File: src/mbs_defs.svh
// Constants for the mechanical brake sequencer: widths, bit positions, codes
`ifndef MBS_DEFS_SVH
`define MBS_DEFS_SVH

// ----------------------------------------------------------------
// Widths
// ----------------------------------------------------------------
`define MBS_STAT_W 5
`define MBS_SPEED_W 16
`define MBS_DELAY_W 16
`define MBS_STATE_W 3

// ----------------------------------------------------------------
// Brake status word bit positions (bit 1 is reserved, reads zero)
// ----------------------------------------------------------------
`define MBS_BIT_OPEN 0
`define MBS_BIT_HOLD 2
`define MBS_BIT_RAMP 3
`define MBS_BIT_EN 4

// ----------------------------------------------------------------
// Reset values
// ----------------------------------------------------------------
`define MBS_STAT_RST 5'h10

// ----------------------------------------------------------------
// State codes, Gray along closed-opening-open-wait-delay
// ----------------------------------------------------------------
`define MBS_ST_CLOSED 3'h0
`define MBS_ST_OPENING 3'h1
`define MBS_ST_OPEN 3'h3
`define MBS_ST_CLOSE_WAIT 3'h2
`define MBS_ST_CLOSE_DELAY 3'h6
`define MBS_ST_DISABLED 3'h4

`endif

File: src/mbs_pkg.sv
// Types shared by the mechanical brake sequencer modules
`include "mbs_defs.svh"

package mbs_pkg;

  typedef enum logic [`MBS_STATE_W-1:0] {
    MBS_CLOSED = `MBS_ST_CLOSED,
    MBS_OPENING = `MBS_ST_OPENING,
    MBS_OPEN = `MBS_ST_OPEN,
    MBS_CLOSE_WAIT = `MBS_ST_CLOSE_WAIT,
    MBS_CLOSE_DELAY = `MBS_ST_CLOSE_DELAY,
    MBS_DISABLED = `MBS_ST_DISABLED
  } mbs_state_t;

endpackage

File: src/mbs_brake_seq.sv
// Mechanical brake sequencer: state machine driving brake relay and requests
`timescale 1ns/1ps
`include "mbs_defs.svh"

// Function
// RL1: Disabled: enabled bit 0, open bit 1
// RL2: Opening sets hold and open until delay
// RL3: Open keeps brake open, hold cleared
// RL4: Closing wait ramps down until speed low
// RL5: Closing delay drops open, keeps ramp-down
// RL6: Closed keeps brake shut, modulation not needed
// RL7: Enable falling to zero forces disabled
// RL8: Enable rising leaves disabled, resumes sequencing
// RL9: Run status bit low changes state
// RL10: Start command decides open and close
// RL11: Brake command is status word bit 0
// RL12: Opening becomes open only after delay
// RL13: Slow speed moves wait to delay
// RL14: Close request waits; open request reopens
// RL15: Hold and ramp requests always readable
// RL16: Delays are reloaded clock tick counters
module mbs_brake_seq
  import mbs_pkg::*;
#(
  parameter int SPEED_W = `MBS_SPEED_W,
  parameter int DELAY_W = `MBS_DELAY_W
) (
  // Clock and reset
  input wire logic ref_clk_in,
  input wire logic sys_rst_in,
  // Configuration
  input wire logic brake_enable_in,
  input wire logic [DELAY_W-1:0] open_delay_in,
  input wire logic [DELAY_W-1:0] close_delay_in,
  input wire logic [SPEED_W-1:0] close_level_in,
  // Drive status
  input wire logic start_cmd_in,
  input wire logic run_status_in,
  input wire logic signed [SPEED_W-1:0] motor_speed_in,
  // Brake status word and its individual bits
  output logic [`MBS_STAT_W-1:0] brake_status_out,
  output logic brake_open_out,
  output logic hold_req_out,
  output logic ramp_req_out,
  output logic enabled_out,
  // Current state
  output logic [`MBS_STATE_W-1:0] state_out
);

  // ----------------------------------------------------------------
  // Declarations
  // ----------------------------------------------------------------
  mbs_state_t state_reg;
  mbs_state_t state_next;
  logic [`MBS_STAT_W-1:0] stat_next;
  logic open_load;
  logic close_load;
  logic open_expired;
  logic close_expired;
  logic speed_below;
  logic open_req;
  logic close_req;

  // ----------------------------------------------------------------
  // Status word decode
  // ----------------------------------------------------------------
  // Bit 1 is left at zero in every state
  function automatic logic [`MBS_STAT_W-1:0] stat_of(input mbs_state_t s);
    logic [`MBS_STAT_W-1:0] w;
    w = '0;
    case (s)
      MBS_DISABLED: begin
        w[`MBS_BIT_OPEN] = 1'b1; // RL1
      end
      MBS_OPENING: begin
        w[`MBS_BIT_OPEN] = 1'b1; // RL2
        w[`MBS_BIT_HOLD] = 1'b1; // RL2
        w[`MBS_BIT_EN] = 1'b1;
      end
      MBS_OPEN: begin
        w[`MBS_BIT_OPEN] = 1'b1; // RL3
        w[`MBS_BIT_EN] = 1'b1;
      end
      MBS_CLOSE_WAIT: begin
        w[`MBS_BIT_OPEN] = 1'b1; // RL4
        w[`MBS_BIT_RAMP] = 1'b1; // RL4
        w[`MBS_BIT_EN] = 1'b1;
      end
      MBS_CLOSE_DELAY: begin
        w[`MBS_BIT_RAMP] = 1'b1; // RL5
        w[`MBS_BIT_EN] = 1'b1;
      end
      MBS_CLOSED: begin
        w[`MBS_BIT_EN] = 1'b1; // RL6
      end
      default: begin
        w = '0;
      end
    endcase
    return w;
  endfunction

  // ----------------------------------------------------------------
  // Request decode
  // ----------------------------------------------------------------
  // The start command alone asks for opening or closing
  assign open_req = start_cmd_in; // RL10
  assign close_req = !start_cmd_in; // RL10

  // ----------------------------------------------------------------
  // Timers and speed compare
  // ----------------------------------------------------------------
  // Loaded on the edge that enters the state, so counting starts there
  assign open_load = (state_next == MBS_OPENING) && // RL16
                     (state_reg != MBS_OPENING);
  assign close_load = (state_next == MBS_CLOSE_DELAY) && // RL16
                      (state_reg != MBS_CLOSE_DELAY);

  mbs_delay_timer #(
    .DELAY_W(DELAY_W)
  ) u_open_timer (
    .ref_clk_in(ref_clk_in),
    .sys_rst_in(sys_rst_in),
    .load_in(open_load),
    .delay_in(open_delay_in),
    .expired_out(open_expired)
  );

  mbs_delay_timer #(
    .DELAY_W(DELAY_W)
  ) u_close_timer (
    .ref_clk_in(ref_clk_in),
    .sys_rst_in(sys_rst_in),
    .load_in(close_load),
    .delay_in(close_delay_in),
    .expired_out(close_expired)
  );

  mbs_speed_cmp #(
    .SPEED_W(SPEED_W)
  ) u_speed_cmp (
    .speed_in(motor_speed_in),
    .level_in(close_level_in),
    .below_out(speed_below)
  );

  // ----------------------------------------------------------------
  // Next state
  // ----------------------------------------------------------------
  // Losing run status while the brake is open drops it at once: the
  // drive no longer holds the load, so waiting for a ramp is pointless
  always_comb begin
    state_next = state_reg;
    if (!brake_enable_in) begin
      state_next = MBS_DISABLED; // RL7
    end else begin
      case (state_reg)
        MBS_DISABLED: begin
          state_next = MBS_CLOSED; // RL8
        end
        MBS_CLOSED: begin
          if (open_req && run_status_in) begin
            state_next = MBS_OPENING; // RL14
          end
        end
        MBS_OPENING: begin
          if (!run_status_in) begin
            state_next = MBS_CLOSE_DELAY; // RL9
          end else if (close_req) begin
            state_next = MBS_CLOSE_WAIT;
          end else if (open_expired) begin
            state_next = MBS_OPEN; // RL12
          end
        end
        MBS_OPEN: begin
          if (!run_status_in) begin
            state_next = MBS_CLOSE_DELAY; // RL9
          end else if (close_req) begin
            state_next = MBS_CLOSE_WAIT; // RL14
          end
        end
        MBS_CLOSE_WAIT: begin
          if (!run_status_in) begin
            state_next = MBS_CLOSE_DELAY; // RL9
          end else if (open_req) begin
            state_next = MBS_OPENING; // RL14
          end else if (speed_below) begin
            state_next = MBS_CLOSE_DELAY; // RL13
          end
        end
        MBS_CLOSE_DELAY: begin
          if (open_req && run_status_in) begin
            state_next = MBS_OPENING; // RL14
          end else if (close_expired) begin
            state_next = MBS_CLOSED; // RL5
          end
        end
        default: begin
          state_next = MBS_DISABLED;
        end
      endcase
    end
  end

  assign stat_next = stat_of(state_next);

  // ----------------------------------------------------------------
  // State register
  // ----------------------------------------------------------------
  // Reset lands in closed with the relay off; a low enable then
  // moves to disabled one edge later
  always_ff @(posedge ref_clk_in or posedge sys_rst_in) begin
    if (sys_rst_in) begin
      state_reg <= MBS_CLOSED;
      state_out <= `MBS_ST_CLOSED;
    end else begin
      state_reg <= state_next;
      state_out <= state_next;
    end
  end

  // ----------------------------------------------------------------
  // Output registers
  // ----------------------------------------------------------------
  // Outputs follow state_next so they change on the same edge as state
  always_ff @(posedge ref_clk_in or posedge sys_rst_in) begin
    if (sys_rst_in) begin
      brake_status_out <= `MBS_STAT_RST;
      brake_open_out <= 1'b0;
      hold_req_out <= 1'b0;
      ramp_req_out <= 1'b0;
      enabled_out <= 1'b1;
    end else begin
      brake_status_out <= stat_next; // RL15
      brake_open_out <= stat_next[`MBS_BIT_OPEN]; // RL11
      hold_req_out <= stat_next[`MBS_BIT_HOLD]; // RL15
      ramp_req_out <= stat_next[`MBS_BIT_RAMP]; // RL15
      enabled_out <= stat_next[`MBS_BIT_EN];
    end
  end

  // ----------------------------------------------------------------
  // Assertions
  // ----------------------------------------------------------------
  chk_disable_forces: assert property ( // RL7
    @(posedge ref_clk_in) disable iff (sys_rst_in)
    !brake_enable_in |=> (state_reg == MBS_DISABLED) && !enabled_out &&
      brake_open_out
  ) else $error("low enable did not reach disabled");

  chk_disabled_outputs: assert property ( // RL1
    @(posedge ref_clk_in) disable iff (sys_rst_in)
    (state_reg == MBS_DISABLED) |->
      !brake_status_out[`MBS_BIT_EN] && brake_status_out[`MBS_BIT_OPEN]
  ) else $error("disabled state shows wrong status");

  chk_enable_resume: assert property ( // RL8
    @(posedge ref_clk_in) disable iff (sys_rst_in)
    (state_reg == MBS_DISABLED) && brake_enable_in |=>
      (state_reg == MBS_CLOSED) && enabled_out && !brake_open_out
  ) else $error("enable did not leave disabled");

  chk_opening_hold: assert property ( // RL2
    @(posedge ref_clk_in) disable iff (sys_rst_in)
    (state_reg == MBS_OPENING) |-> hold_req_out && brake_open_out &&
      !ramp_req_out
  ) else $error("opening without hold and open");

  chk_open_free: assert property ( // RL3
    @(posedge ref_clk_in) disable iff (sys_rst_in)
    (state_reg == MBS_OPEN) |-> brake_open_out && !hold_req_out
  ) else $error("open state holds or closes brake");

  chk_wait_ramp: assert property ( // RL4
    @(posedge ref_clk_in) disable iff (sys_rst_in)
    (state_reg == MBS_CLOSE_WAIT) |-> ramp_req_out && brake_open_out
  ) else $error("closing wait without ramp or open");

  chk_delay_drop: assert property ( // RL5
    @(posedge ref_clk_in) disable iff (sys_rst_in)
    (state_reg == MBS_CLOSE_DELAY) |-> !brake_open_out && ramp_req_out
  ) else $error("closing delay keeps brake open");

  chk_closed_shut: assert property ( // RL6
    @(posedge ref_clk_in) disable iff (sys_rst_in)
    (state_reg == MBS_CLOSED) |-> !brake_open_out
  ) else $error("closed state opens brake");

  chk_run_lost: assert property ( // RL9
    @(posedge ref_clk_in) disable iff (sys_rst_in)
    brake_enable_in && !run_status_in && brake_open_out &&
      (state_reg != MBS_DISABLED) |=> (state_reg == MBS_CLOSE_DELAY)
  ) else $error("run status loss did not drop brake");

  chk_start_opens: assert property ( // RL10
    @(posedge ref_clk_in) disable iff (sys_rst_in)
    brake_enable_in && start_cmd_in && run_status_in &&
      (state_reg == MBS_CLOSED) |=> (state_reg == MBS_OPENING) ##0
      hold_req_out
  ) else $error("start command did not open brake");

  chk_open_delay_len: assert property ( // RL12
    @(posedge ref_clk_in) disable iff (sys_rst_in)
    (state_reg == MBS_CLOSED) ##1 (state_reg == MBS_OPENING) &&
      ($past(open_delay_in) == 16'h0002) |->
      (state_reg != MBS_OPEN) [*3]
  ) else $error("opening left before open delay");

  chk_delay_expiry: assert property ( // RL16
    @(posedge ref_clk_in) disable iff (sys_rst_in)
    (state_reg == MBS_CLOSE_DELAY) && close_expired && brake_enable_in &&
      !start_cmd_in |=> (state_reg == MBS_CLOSED)
  ) else $error("expired close delay did not close");

  chk_speed_close: assert property ( // RL13
    @(posedge ref_clk_in) disable iff (sys_rst_in)
    (state_reg == MBS_CLOSE_WAIT) && speed_below && brake_enable_in &&
      run_status_in && !start_cmd_in |=> (state_reg == MBS_CLOSE_DELAY)
  ) else $error("slow speed did not start close delay");

  chk_close_request: assert property ( // RL14
    @(posedge ref_clk_in) disable iff (sys_rst_in)
    (state_reg == MBS_OPEN) && !start_cmd_in && run_status_in &&
      brake_enable_in |=> (state_reg == MBS_CLOSE_WAIT) ##0 ramp_req_out
  ) else $error("close request ignored in open state");

  chk_status_map: assert property ( // RL15
    @(posedge ref_clk_in) disable iff (sys_rst_in)
    ##1 (brake_status_out == stat_of(state_reg)) &&
      (brake_status_out[`MBS_BIT_HOLD] == hold_req_out) &&
      (brake_status_out[`MBS_BIT_RAMP] == ramp_req_out)
  ) else $error("status word disagrees with state");

  chk_relay_bit: assert property ( // RL11
    @(posedge ref_clk_in) disable iff (sys_rst_in)
    brake_open_out == brake_status_out[`MBS_BIT_OPEN]
  ) else $error("relay output differs from status bit 0");

endmodule

File: src/mbs_delay_timer.sv
// Down-counting delay timer, reloaded on entry to a timed state
`timescale 1ns/1ps
`include "mbs_defs.svh"

module mbs_delay_timer #(
  parameter int DELAY_W = `MBS_DELAY_W
) (
  // Clock and reset
  input wire logic ref_clk_in,
  input wire logic sys_rst_in,
  // Control
  input wire logic load_in,
  input wire logic [DELAY_W-1:0] delay_in,
  // Status
  output logic expired_out
);

  logic [DELAY_W-1:0] cnt_reg;

  // Reload wins over counting so a re-entry always restarts the delay
  always_ff @(posedge ref_clk_in or posedge sys_rst_in) begin
    if (sys_rst_in) begin
      cnt_reg <= '0;
    end else if (load_in) begin
      cnt_reg <= delay_in;
    end else if (cnt_reg != '0) begin
      cnt_reg <= cnt_reg - 1'b1;
    end
  end

  // Decoded from the count register alone so the state logic sees no loop through the load
  assign expired_out = (cnt_reg == '0);

endmodule

File: src/mbs_speed_cmp.sv
// Compares motor speed magnitude against the brake close level
`timescale 1ns/1ps
`include "mbs_defs.svh"

module mbs_speed_cmp #(
  parameter int SPEED_W = `MBS_SPEED_W
) (
  // Speed input, two's complement
  input wire logic signed [SPEED_W-1:0] speed_in,
  // Close level, unsigned magnitude
  input wire logic [SPEED_W-1:0] level_in,
  // Result
  output logic below_out
);

  // The most negative speed maps to its true unsigned magnitude
  function automatic logic [SPEED_W-1:0] magnitude(
    input logic signed [SPEED_W-1:0] s
  );
    logic [SPEED_W-1:0] m;
    m = s;
    if (s[SPEED_W-1]) begin
      m = SPEED_W'(~s + 1'b1);
    end
    return m;
  endfunction

  assign below_out = (magnitude(speed_in) < level_in);

endmodule
File: config.mk
export PLATFORM = sky130hd
export DESIGN_NAME = mbs_brake_seq
export DESIGN_NICKNAME = d
export VERILOG_FILES = /design/src/mbs_pkg.sv /design/src/mbs_brake_seq.sv /design/src/mbs_delay_timer.sv /design/src/mbs_speed_cmp.sv
export VERILOG_INCLUDE_DIRS = /design/src
export SDC_FILE = /design/constraint.sdc
export NUM_CORES = 1
export LEC_CHECK = 0
export BUFFER_PORTS_ARGS = -buffer_cell sky130_fd_sc_hd__buf_2
export CORE_ASPECT_RATIO = 2
export CORE_MARGIN = 2
export CORE_UTILIZATION = 53
export CTS_CLUSTER_SIZE = 28
export DETAILED_ROUTE_END_ITERATION = 10
export GPL_TIMING_DRIVEN = 0
export PLACE_DENSITY = 0.86
export SETUP_SLACK_MARGIN = 0.2
export SLEW_MARGIN = 20
export SYNTH_ARGS = -nofsm -noshare
export SYNTH_HDL_FRONTEND = slang
export SYNTH_SLANG_ARGS = --single-unit
File: constraint.sdc
create_clock -name ref_clk_in -period 2.85 [get_ports ref_clk_in]
set_clock_uncertainty 0.1 [all_clocks]
set_input_delay 0.4275 -clock ref_clk_in [delete_from_list [all_inputs] [get_ports ref_clk_in]]
set_output_delay 0.4275 -clock ref_clk_in [all_outputs]
set_load 0.01 [all_outputs]
## Yosys cells after proc, flatten, opt, wreduce, memory -nomap -nowiden

Index checks and enable logic that the tools add are counted.
W data, S select, Z words.

- Flip-flop bits (word level): 43

- Add/subtract/negate cells: 3
- Magnitude comparators: 1
- Equality and inequality tests: 12
- Multiplexer cells: 22
- Bitwise operators: 1
- Reduce and logical (&&, ||, !) cells: 14

Operators with widths:

| operator | count |
|---|---|
| $mux W16 | 5 |
| $mux W3 | 12 |
| $logic_not A16 Y1 | 2 |
| $reduce_bool A16 Y1 | 2 |
| $sub A16 B1 Y16 const B | 2 |
| $pmux W3 S6 | 1 |
| $add A16 B1 Y16 const B | 1 |
| $lt A16 B16 Y1 | 1 |
| $not A16 Y16 | 1 |
| $eq A3 B2 Y1 const B | 4 |
| $eq A3 B3 Y1 const B | 4 |
| $eq A3 B1 Y1 const B | 2 |
| $logic_not A3 Y1 | 2 |
| $reduce_or A5 Y1 | 1 |
| $mux W1 | 4 |
| $reduce_bool A2 Y1 | 2 |
| $reduce_or A4 Y1 | 1 |
| $logic_and A1 B1 Y1 | 3 |
| $ne A3 B1 Y1 const B | 1 |
| $ne A3 B3 Y1 const B | 1 |
| $reduce_or A2 Y1 | 1 |

## Logic depth before layout (Yosys ltp)

Gate-level depths: netlist (run 1).

- Depth in word-level cells: 12
- Gate-level depth with buffers: 14

## Cells and area by module

Synthesis (run 1) repeated with hierarchy kept, for this count alone.

- Cell total of the unflattened synthesis: 341
- Area, all modules: 3080.5 um^2

Modules (own cells, without submodules):

| module | instances | cells each | area an instance (um^2) | sequential area each (um^2) |
|---|---|---|---|---|
| mbs_delay_timer | 2 | 102 | 993.5 | 400.4 |
| mbs_speed_cmp | 1 | 96 | 696.9 | 0.0 |
| mbs_brake_seq | 1 | 41 | 396.6 | 176.4 |

## Worst setup path after synthesis (run 1)

OpenSTA, ideal clock, no wires.

- Path kind: input -> register
- From: in motor_speed_in[0]
- To: reg u_close_timer.cnt_reg[0]
- Arrival time: 3.731 ns
- Slack: -1.105 ns
- Cell stages on the path: 12
- Path through: or4_1 or4_4 nand2b_1 o31ai_1 xnor2_1 ha_1 nand4_1 nor4_1 a2111oi_2 a21oi_2 buf_4 mux2_2

- Word-level cells in the longest chain between the ends: 12
- Elaborated cells on any way between the ends: 13
- Classes of those cells: 1 x add/sub; 1 x order compare; 1 x eq/ne; 7 x mux; 1 x bitwise; 2 x reduce/logical

RTL lines:

| what | line | source |
|---|---|---|
| start, declared | mbs_brake_seq.sv:39 | `input wire logic signed [SPEED_W-1:0] motor_speed_in,` |
| $not A16 Y16 | mbs_speed_cmp.sv:23 | `m = SPEED_W'(~s + 1'b1);` |
| $add A16 B1 Y16 | mbs_speed_cmp.sv:23 |  |
| $mux W16 * | mbs_speed_cmp.sv:22 | `if (s[SPEED_W-1]) begin` |
| $lt A16 B16 Y1 * | mbs_speed_cmp.sv:28 | `assign below_out = (magnitude(speed_in) < level_in);` |
| $mux W3 * | mbs_brake_seq.sv:187 | `end else if (speed_below) begin` |
| $mux W3 * | mbs_brake_seq.sv:185 | `end else if (open_req) begin` |
| $mux W3 * | mbs_brake_seq.sv:183 | `if (!run_status_in) begin` |
| $pmux W3 S6 * | mbs_brake_seq.sv:157 | `case (state_reg)` |
| $mux W3 * | mbs_brake_seq.sv:154 | `if (!brake_enable_in) begin` |
| $eq A3 B3 Y1 * | mbs_brake_seq.sv:116 | `assign close_load = (state_next == MBS_CLOSE_DELAY) &&` |
| $logic_and A1 B1 Y1 * | mbs_brake_seq.sv:116 |  |
| $mux W16 / $reduce_bool A2 Y1 (equally long branches) | n/a |  |
| end signal, assigned | mbs_delay_timer.sv:25 | `cnt_reg <= delay_in;` |
| end signal, assigned | mbs_delay_timer.sv:27 | `cnt_reg <= cnt_reg - 1'b1;` |
| end, declared | mbs_delay_timer.sv:18 | `logic [DELAY_W-1:0] cnt_reg;` |

Every way passes the cells marked *; elsewhere a longest branch is shown, timed or not.
A chain may end at the register's enable or synchronous reset.

## Final worst setup path (run 1)

- From: in motor_speed_in[1]
- To: reg u_close_timer.cnt_reg[1]

The elaborated chain is that of the path after synthesis.

==> out/results.ini, run 1 <==
[yosys]
synth.distinct_cells = 56
syn_nets = 423
synthSimpleGateAreaFrac_pct = 20.1
synth_ff_type = dfrtp_1
synthMuxAreaShare_pct = 9.33
yosysTopAreaCell = dfrtp_1
synth_top_family_by_area = simple AND/OR/NAND/NOR gates
synthXorXnorAreaFrac_pct = 9.58
synth_edf_count = 0
yosys.area_share.adder_pct = 7.88
synth.avg_cell_area_um2 = 9.00
synth_seq_area_share_pct = 32.4
ys_top_cells_by_area = dfrtp_1 32%, ha_1 7.9%, mux2_2 7.5%
post-synth-top-area-fraction_pct = 31.5
netlist_area_mm2 = 0.00302
synth_compound_area_share_pct = 14.6
ys_warn_count = 0
syn_inst = 335
ys_async_sr_fraction_pct = 100
synth_seq_cells = 39

[cells_and_area]
seq_area_um2 = 977
fin_area_mm2 = 0.00396
layout_common_cells = 81 x buf_2, 38 x dfrtp_1, 32 x nand2_1, 24 x nor2_1
fillCellCount = 404
multiInputGateArea_mm2 = 0.00205
final_common_cell = buf_2
nets = 523
syn2layout_area_growth_pct = 31.2
diodes = 0
drive_gt1_share_pct = 36.5

[clocking]
cts_tree = built
clock_path_buffers = 2
clkLatencyLatePin_ns = 0.29
clock-sinks = 39
cts_inserted_buffers = 5
path_clk_slew_ns = 0.08
htreeDepth = 2
cts_root_buffer = clkbuf_8

[die]
design.core.area_mm2 = 0.00547
start_util_pct = 55.2
rows = 38
die_h_um = 111
io_pins = 81
die_width_um = 57.3
die_area_mm2 = 0.00635

[run_status]
violations = setup timing
outcome = complete, but fails checks

[routing]
routedWlPerCell_um = 16.4
first_pass_iters = 4
drt_wl_total_mm = 8.12
drtAntennaViolNets = 0
num_vias = 2940
post-route-drc-count = 0
first_iter_violations = 113
viasPerCell = 5.93

[global_routing]
grt_max_degree = 30
grt_pass1_vias = 3069
grt_usage_pct = 24.7
grt_pass1_wl_mm = 12.7
antenna_found_initial = 0
overflow = 0

[placed_design]
dp.final_hpwl_mm = 5.79
globalplace.congestion = 0.855
io_buffer_count = 79
post_dp_cell_area_mm2 = 0.00359
dp_slack_ns = -1.45

[timing]
fin_ws_ns = -0.869
finalSetupViolations = 18
hold_viol = 0
slew_viol_final = 0
fmaxAchievable_mhz = 269
layout_worst_path_cycle_share_pct = 131
relSlewSlack_pct = 41.9
tightestPinTransition_ns = 0.863
period_needed_ns = 3.72
grt_setup_unrepaired = yes

[pwr]
p_leak_uw = 0.00186
power_density_mw_per_mm2 = 639
irDropWorstVdd_uv = 583

[worst_setup_path]
required_ns = 2.92
start_kind = primary input
path_max_fanout = 5
critPathArrivalTime_ns = 3.79
critPathKind = primary input to flip-flop
critPathCaptureType = flip-flop
r2r_setup_slack_ns = 0.28

[run]
maxCapViolations = 0

[worst_hold_path]
hold_class = primary input to flip-flop

-- worst max-delay path, cell delays in order --
cell and delay [ns]:
buf_2 0.14, inv_6 0.06, ha_4 0.11, or3b_4 0.37, buf_4 0.15, nor4_1 0.32, nand2_1 0.13, o21ai_0 0.27
xnor2_1 0.11, ha_1 0.29, nand4_1 0.19, buf_4 0.22, nor2_4 0.10, a22oi_2 0.08, a21oi_4 0.31, buf_6 0.19
mux2_4 0.31
-- final cells by class --
cell class | count | share of cell area [%]
clock inverters | 2 | 0.885
repair buffers | 93 | 13.7
flip-flops and latches | 39 | 24.7
multi-input cells | 255 | 51.7
clock buffers | 6 | 2.09
well taps | 60 | 1.90
inverters | 25 | 2.81
plain buffers | 16 | 2.28
-- power breakdown --
part | internal [uW] | switching [uW]
sequential | 772 | 254
clock | 283 | 199
combinational | 561 | 461
total | 1620 | 914
-- stage by stage --
step                      utilization [%]  TNS (ns)  cells  hold WS, ns  total power [uW]
after floorplan                         -    -12.78    335        0.443              1670
after global routing                 72.4    -15.71    496        0.239              2700
after detailed placement             65.6    -23.59    475        0.278              1930
after CTS                            70.3    -14.08    490        0.231              2470
after global placement               65.3    -21.13    474        0.474              1860
final                                72.4    -14.92    496        0.237              2530
-- repair_timing --
item | CTS | global route
buffers inserted | 5 | 6
hold endpoints to repair | 10 | 0
gates resized for setup | 19 | 13
hold buffers | 1 | 0
pin swaps | 4 | 9
setup endpoints to repair | 18 | 24
gates cloned | 1 | 0
-- worst paths after layout --
path | cells past startpoint | endpoint | start
worst max-delay path | 17 | u_close_timer.cnt_reg[1] | motor_speed_in[1]
worst min-delay path | 3 | u_open_timer.cnt_reg[11] | open_delay_in[11]
worst max register to register | 7 | u_close_timer.cnt_reg[14] | u_close_timer.cnt_reg[0]
worst min register to register | 2 | u_open_timer.cnt_reg[6] | u_open_timer.cnt_reg[6]
max in group asynchronous | 4 | brake_status_out[4] | sys_rst_in
min in group asynchronous | 3 | u_close_timer.cnt_reg[0] | sys_rst_in
-- cells by family (layout without fill, tap and decap cells) --
family | Yosys count | count (layout)
buffers and inverters | 41 | 142
AOI/OAI and AO/OA | 65 | 65
other | 1 | 1
xor gates and xnor gates | 33 | 33
DFF | 39 | 39
adders and majority gates | 19 | 19
muxes | 25 | 25
and+or+nand+nor | 112 | 112
-- synth_stat cells (11+ instances only) --
cell and n:
nand2_1 32, o21ai_0 17, ha_1 19, xnor2_1 22, o31ai_1 17, mux2_2 20
inv_1 25, a21oi_1 13, xor2_1 11, nor2_1 25, dfrtp_1 38
-- layer usage --
layer / global-route usage (%) / vias to the layer above / part of all wire (%) / routed length, um
li1: - / 1390 / - / -
met1: 24.9 / 1404 / 35 / 2850
met2: 46.4 / 121 / 57 / 4630
met3: 4.67 / 25 / 4.6 / 377
met4: 10.9 / 0 / 3.2 / 261
met5: 0 / - / 0 / 0
Power figures use the tool's default switching activity.
==> inputs of run 2 (changes only) <==
--- a/config.mk
+++ b/config.mk
@@ -14,6 +14,7 @@
 export DETAILED_ROUTE_END_ITERATION = 10
 export GPL_TIMING_DRIVEN = 0
 export PLACE_DENSITY = 0.86
+export RECOVER_POWER = 50
 export SETUP_SLACK_MARGIN = 0.2
 export SLEW_MARGIN = 20
 export SYNTH_ARGS = -nofsm -noshare
==> out/results.ini, run 2 (same netlist as run 1, synthesis figures left out) <==
[run_status]
outcome = complete, but fails checks
violations = setup timing

[timing]
fmaxAchievable_mhz = 269  ; about the same
grt_setup_unrepaired = yes
relSlewSlack_pct = 13.0  ; -29 points
fin_ws_ns = -0.869  ; +0.000499 ns
tns_ns = -14.92  ; +0.00300 ns
slew_viol_final = 0  ; unchanged
tightestPinTransition_ns = 1.31  ; +0.442 ns
finalSetupViolations = 18  ; unchanged
period_needed_ns = 3.72  ; -0.000499 ns
layout_worst_path_cycle_share_pct = 130  ; about the same
hold_viol = 0  ; unchanged

[routing]
post-route-drc-count = 0  ; unchanged
num_vias = 2932  ; -0.27%
first_pass_iters = 4  ; unchanged
viasPerCell = 5.91  ; -0.27%
drtAntennaViolNets = 0  ; unchanged
first_iter_violations = 110  ; -2.7%
drt_wl_total_mm = 8.13  ; about the same
routedWlPerCell_um = 16.4  ; about the same

[clocking]
cts_root_buffer = clkbuf_8
cts_tree = built
clock_path_buffers = 2  ; unchanged
htreeDepth = 2  ; unchanged
clkLatencyLatePin_ns = 0.29  ; about the same
clock-sinks = 39  ; unchanged
path_clk_slew_ns = 0.08  ; about the same
cts_inserted_buffers = 5  ; unchanged

[run]
maxCapViolations = 0  ; unchanged

[worst_setup_path]
critPathLaunch = motor_speed_in[1]
critPathKind = primary input to flip-flop
cpMaxStageDelayCell = or3b_4
critPathArrivalTime_ns = 3.79  ; about the same
slowest_delay_ns = 0.37  ; about the same
r2r_setup_slack_ns = 0.27  ; about the same
path_max_fanout = 5  ; unchanged
r2r_start = u_close_timer.cnt_reg[0]
start_kind = primary input
r2r-end = u_close_timer.cnt_reg[14]
worstPathCellList = buf_2, inv_6, ha_4, or3b_4, buf_4, nor4_1, nand2_1, o21ai_0, xnor2_1, ha_1, nand4_1, buf_4, nor2_4, a22oi_2, a21oi_4, buf_6, mux2_4
r2r_cells = 7  ; unchanged
critPathMostFrequentCell = buf_4
required_ns = 2.92  ; about the same
critPathCaptureType = flip-flop

[pwr]
power_switching_uw = 914  ; about the same
sequentialPowerShare_pct = 40.6  ; about the same
internal_power_uw = 1610  ; -0.11%
combPwrFrac_pct = 40.3  ; about the same
irDropWorstVdd_uv = 585  ; +0.31%
p_sw_share_pct = 36.2  ; +0.037 points
power_density_mw_per_mm2 = 640  ; +0.13%
clockPowerShare_pct = 19.1  ; about the same
p_leak_uw = 0.00187  ; +0.25%

[die]
die_area_mm2 = 0.00635  ; unchanged
io_pins = 81  ; unchanged
rows = 38  ; unchanged
design.core.area_mm2 = 0.00547  ; unchanged
start_util_pct = 55.2  ; unchanged
die_h_um = 111  ; unchanged
die_width_um = 57.3  ; unchanged

[global_routing]
grt_max_degree = 30  ; unchanged
overflow = 0  ; unchanged
grt_pass1_wl_mm = 12.7  ; unchanged
grt_pass1_vias = 3069  ; unchanged
antenna_found_initial = 0  ; unchanged
grt_usage_pct = 24.7  ; unchanged

[cells_and_area]
nets = 523  ; unchanged
finalCoreUtilization_pct = 72.3  ; -0.14 points
diodes = 0  ; unchanged
final_common_cell = buf_2
fillCellCount = 406  ; +0.50%
syn2layout_area_growth_pct = 31.0
layout_common_cells = 81 x buf_2, 38 x dfrtp_1, 32 x nand2_1, 24 x nor2_1, 23 x inv_1
drive_gt1_share_pct = 36.0  ; -0.46 points

[worst_hold_path]
holdPathEnd = u_open_timer.cnt_reg[11]
min-delay-start = open_delay_in[11]
hold_class = primary input to flip-flop
min_path_cells = 3  ; unchanged

[placed_design]
io_buffer_count = 79  ; unchanged
dp.final_hpwl_mm = 5.79  ; unchanged
globalplace.congestion = 0.855  ; unchanged

==> run 2: cell count changes in the layout (fill, tap and decap cells not counted) <==
cell and delta:
buf_12 -1, dlymetal6s4s_1 +1, inv_1 +1, inv_2 -1
==> run 2: through the flow <==
step	setup WS, ns	power [uW]	cell area (um^2)	hold WS (ns)	instances
2_1_floorplan	-0.819	1670	3100	0.443	335
3_3_place_gp	-1.32	1860	3570	0.474	474
3_5_place_dp	-1.45	1930	3590	0.278	475
4_1_cts	-0.844	2470	3850	0.231	490
5_1_grt	-0.912	2700	3950	0.239	496
6_report	-0.869	2530	3950	0.237	496
==> run 2: worst max path at each step <==
stage	endpoint	cells past startpoint
2_1_floorplan	u_close_timer.cnt_reg[0]	13
3_3_place_gp	u_close_timer.cnt_reg[8]	14
3_5_place_dp	u_close_timer.cnt_reg[8]	14
4_1_cts	u_close_timer.cnt_reg[3]	13
5_1_grt	u_close_timer.cnt_reg[10]	17
6_report	u_close_timer.cnt_reg[1]	17
==> run 2: cell type report <==
class	instances	area, um^2	share of cell area [%]
tap	60	75.1	1.90
multi-input combinational	255	2050	51.8
buffer	16	90.1	2.28
clock buffer	6	82.6	2.09
clock inverter	2	35.0	0.887
inverter	25	111	2.82
sequential	39	977	24.7
timing repair buffer	93	534	13.5
==> run 2: power groups by stage <==
stage	logic [uW]	clock network, uW	registers, uW
finish	1020	483	1030
floorplan	702	0	969
global route	1130	511	1060
global placement	846	0	1010
CTS	962	489	1020
detailed placement	904	0	1030
==> run 2: metal layers <==
layer  share of wire [%]  GRT usage, %  vias up
met4                 3.1          10.9        0
li1                    -             -     1391
met2                  57          46.4      118
met3                 4.6          4.67       23
met5                   0             0        -
met1                  35          24.9     1400
==> run 2: worst max-delay path: cells and delay by family <==
| family | cells | cell delay [ns] |
|---|---|---|
| AOI/OAI and AO/OA | 3 | 0.66 |
| and+or+nand+nor | 5 | 1.11 |
| buffers and inverters | 5 | 0.76 |
| xor gates and xnor gates | 1 | 0.11 |
| muxes | 1 | 0.31 |
| adders and majority gates | 2 | 0.40 |
==> run 2: repair_timing <==
item | CTS | global route
hold buffers | 1 | 0
resized for setup | 19 | 13
endpoints found under the setup margin | 18 | 24
setup buffers | 5 | 6
hold endpoints to repair | 10 | 0
pin swaps | 4 | 9
cloned | 1 | 0
==> inputs of run 3 (changes only) <==
--- a/config.mk
+++ b/config.mk
@@ -7,13 +7,15 @@
 export NUM_CORES = 1
 export LEC_CHECK = 0
 export BUFFER_PORTS_ARGS = -buffer_cell sky130_fd_sc_hd__buf_2
+export CELL_PAD_IN_SITES_DETAIL_PLACEMENT = 1
+export CELL_PAD_IN_SITES_GLOBAL_PLACEMENT = 1
 export CORE_ASPECT_RATIO = 2
 export CORE_MARGIN = 2
-export CORE_UTILIZATION = 53
+export CORE_UTILIZATION = 40
 export CTS_CLUSTER_SIZE = 28
 export DETAILED_ROUTE_END_ITERATION = 10
 export GPL_TIMING_DRIVEN = 0
-export PLACE_DENSITY = 0.86
+export PLACE_DENSITY = 0.87
 export RECOVER_POWER = 50
 export SETUP_SLACK_MARGIN = 0.2
 export SLEW_MARGIN = 20
==> out/results.ini, run 3 (same netlist as run 1, synthesis figures left out) <==
[die]
io_pins = 81  ; unchanged
rows = 44  ; +16%
start_util_pct = 41.5  ; -14 points
design.core.area_mm2 = 0.00727  ; +33%
die_h_um = 127  ; +15%
die_width_um = 65.4  ; +14%
die_area_mm2 = 0.00829  ; +31%

[timing]
tightestPinTransition_ns = 1.46  ; +0.154 ns
fin_ws_ns = -0.840  ; +0.0288 ns
grt_setup_unrepaired = yes
layout_worst_path_cycle_share_pct = 129  ; -1.0 points
slew_viol_final = 0  ; unchanged
finalSetupViolations = 18  ; unchanged
period_needed_ns = 3.69  ; -0.0288 ns
hold_slack_ns = 0.243  ; +0.00605 ns
fmaxAchievable_mhz = 271  ; +0.78%
hold_viol = 0  ; unchanged
relSlewSlack_pct = 2.57  ; -10 points

[clocking]
clock-sinks = 39  ; unchanged
cts_tree = built
clock_path_buffers = 2  ; unchanged
htreeDepth = 2  ; unchanged
cts_root_buffer = clkbuf_16
path_clk_slew_ns = 0.06  ; -0.02 ns
cts_inserted_buffers = 5  ; unchanged
clkLatencyLatePin_ns = 0.28  ; about the same

[pwr]
clockPowerShare_pct = 20.9  ; +1.8 points
p_leak_uw = 0.00183  ; -1.7%
internal_power_uw = 1620  ; +0.63%
power_density_mw_per_mm2 = 649  ; +1.5%
power_switching_uw = 953  ; +4.2%
p_sw_share_pct = 37.0  ; +0.82 points
sequentialPowerShare_pct = 40.7  ; about the same
combPwrFrac_pct = 38.5  ; -1.8 points
irDropWorstVdd_uv = 280  ; -52%

[cells_and_area]
final_common_cell = buf_2
finalCoreUtilization_pct = 54.6  ; -18 points
seq_area_um2 = 977  ; unchanged
nets = 521  ; -0.38%
syn2layout_area_growth_pct = 31.6
multiInputGateArea_mm2 = 0.00202  ; -1.3%
drive_gt1_share_pct = 34.8  ; -1.2 points
diodes = 0  ; unchanged
fillCellCount = 889  ; +120%
layout_common_cells = 81 x buf_2, 38 x dfrtp_1, 32 x nand2_1, 25 x nor2_1, 23 x inv_1

[worst_setup_path]
r2r-end = u_close_timer.cnt_reg[14]
cpMaxStageDelayCell = nor4_1
endpoint = u_close_timer.cnt_reg[0]
cp.depth = 16  ; -1
critPathLaunch = motor_speed_in[1]
path_max_fanout = 5  ; unchanged
r2r_start = u_close_timer.cnt_reg[0]
critPathKind = primary input to flip-flop
critPathTopFamily = simple AND/OR/NAND/NOR gates
path_buf_inv = 4  ; -1
required_ns = 2.92  ; about the same
worstPathCellList = buf_2, inv_6, ha_4, or3b_4, nor4_1, nand2_1, o21ai_0, xnor2_1, ha_1, nand4_1, buf_4, nor4_4, a2111oi_4, a21oi_4, buf_6, mux2_2
start_kind = primary input
critPathCaptureType = flip-flop
r2r_setup_slack_ns = 0.17  ; -0.10 ns
slowest_delay_ns = 0.46  ; +0.09 ns
r2r_cells = 7  ; unchanged
critPathArrivalTime_ns = 3.76  ; -0.03 ns

[placed_design]
globalplace.congestion = 0.865  ; +1.1%
io_buffer_count = 79  ; unchanged
dp.final_hpwl_mm = 7.02  ; +21%

[routing]
drtAntennaViolNets = 0  ; unchanged
first_pass_iters = 4  ; unchanged
routedWlPerCell_um = 17.4  ; +6.3%
post-route-drc-count = 0  ; unchanged
first_iter_violations = 115  ; +4.5%
viasPerCell = 5.52  ; -6.5%
drt_wl_total_mm = 9.17  ; +13%
num_vias = 2906  ; -0.89%

[run]
maxCapViolations = 0  ; unchanged

[global_routing]
overflow = 0  ; unchanged
antenna_found_initial = 0  ; unchanged
grt_usage_pct = 23.0  ; -1.7 points
grt_pass1_wl_mm = 14.8  ; +16%
grt_max_degree = 33  ; +10%
grt_pass1_vias = 3206  ; +4.5%

[worst_hold_path]
hold_class = primary input to flip-flop

[run_status]
violations = setup timing
outcome = complete, but fails checks

## run 3: layer usage
metal  share of wire (%)  vias up  global-route usage [%]  routed length [um]
met5                   0        -                       0                   0
met1                  32     1426                    20.3                2960
li1                    -     1381                       -                   -
met4                 3.5        0                    11.6                 321
met3                 4.2       18                    3.90                 387
met2                  60       81                    46.4                5490
## run 3: layout make-up
type                    count  area share (%)
multi-input cells         255            50.9
flip-flops and latches     39            24.6
repair buffers             91            13.1
clock buffers               8            3.44
well taps                  92            2.90
inverters                  25            2.81
plain buffers              16            2.27
## run 3: worst reg2reg max path, delay by kind of cell (launching register included)
family / cells / cell delay (ns)
multiplexers: 2 / 0.59
buffers and inverters: 1 / 0.11
adder cells (fa/ha/maj): 1 / 0.20
AND/OR/NAND/NOR: 3 / 1.13
flip-flops: 1 / 0.44
## run 3: how the worst min path moves through the flow
stage	endpoint	from	depth (start not counted)	slack [ns]
global route	u_open_timer.cnt_reg[2]	open_delay_in[2]	3	0.25
CTS	u_open_timer.cnt_reg[2]	open_delay_in[2]	3	0.24
finish	u_open_timer.cnt_reg[1]	open_delay_in[1]	3	0.24
global placement	u_open_timer.cnt_reg[12]	u_open_timer.cnt_reg[12]	2	0.47
detailed placement	u_open_timer.cnt_reg[5]	sys_rst_in	2	0.25
floorplan	u_open_timer.cnt_reg[10]	open_delay_in[10]	2	0.44
## run 3: what timing repair did
action | CTS | global route
hold buffers | 1 | 0
gates cloned | 1 | 0
gates resized for setup | 9 | 15
hold endpoints to repair | 7 | 0
endpoints found under the setup margin | 19 | 27
setup buffers | 4 | 5
pin swaps | 5 | 9
## run 3: power by group through the flow
stage	Combinational (uW)	Clock (uW)	Sequential, uW
after floorplan	702	0	969
after global placement	860	0	1020
after detailed placement	926	0	1040
after CTS	958	543	1040
after global routing	1110	569	1080
final	991	538	1050
## run 3: through the flow
step / cell area (um^2) / setup TNS (ns) / setup slack, ns / instances / power [uW]
2_1_floorplan: 3100 / -12.78 / -0.819 / 335 / 1670
3_3_place_gp: 3610 / -22.26 / -1.37 / 506 / 1880
3_5_place_dp: 3630 / -23.87 / -1.47 / 507 / 1970
4_1_cts: 3850 / -13.66 / -0.835 / 521 / 2540
5_1_grt: 3970 / -16.18 / -0.956 / 526 / 2760
6_report: 3970 / -14.06 / -0.840 / 526 / 2580
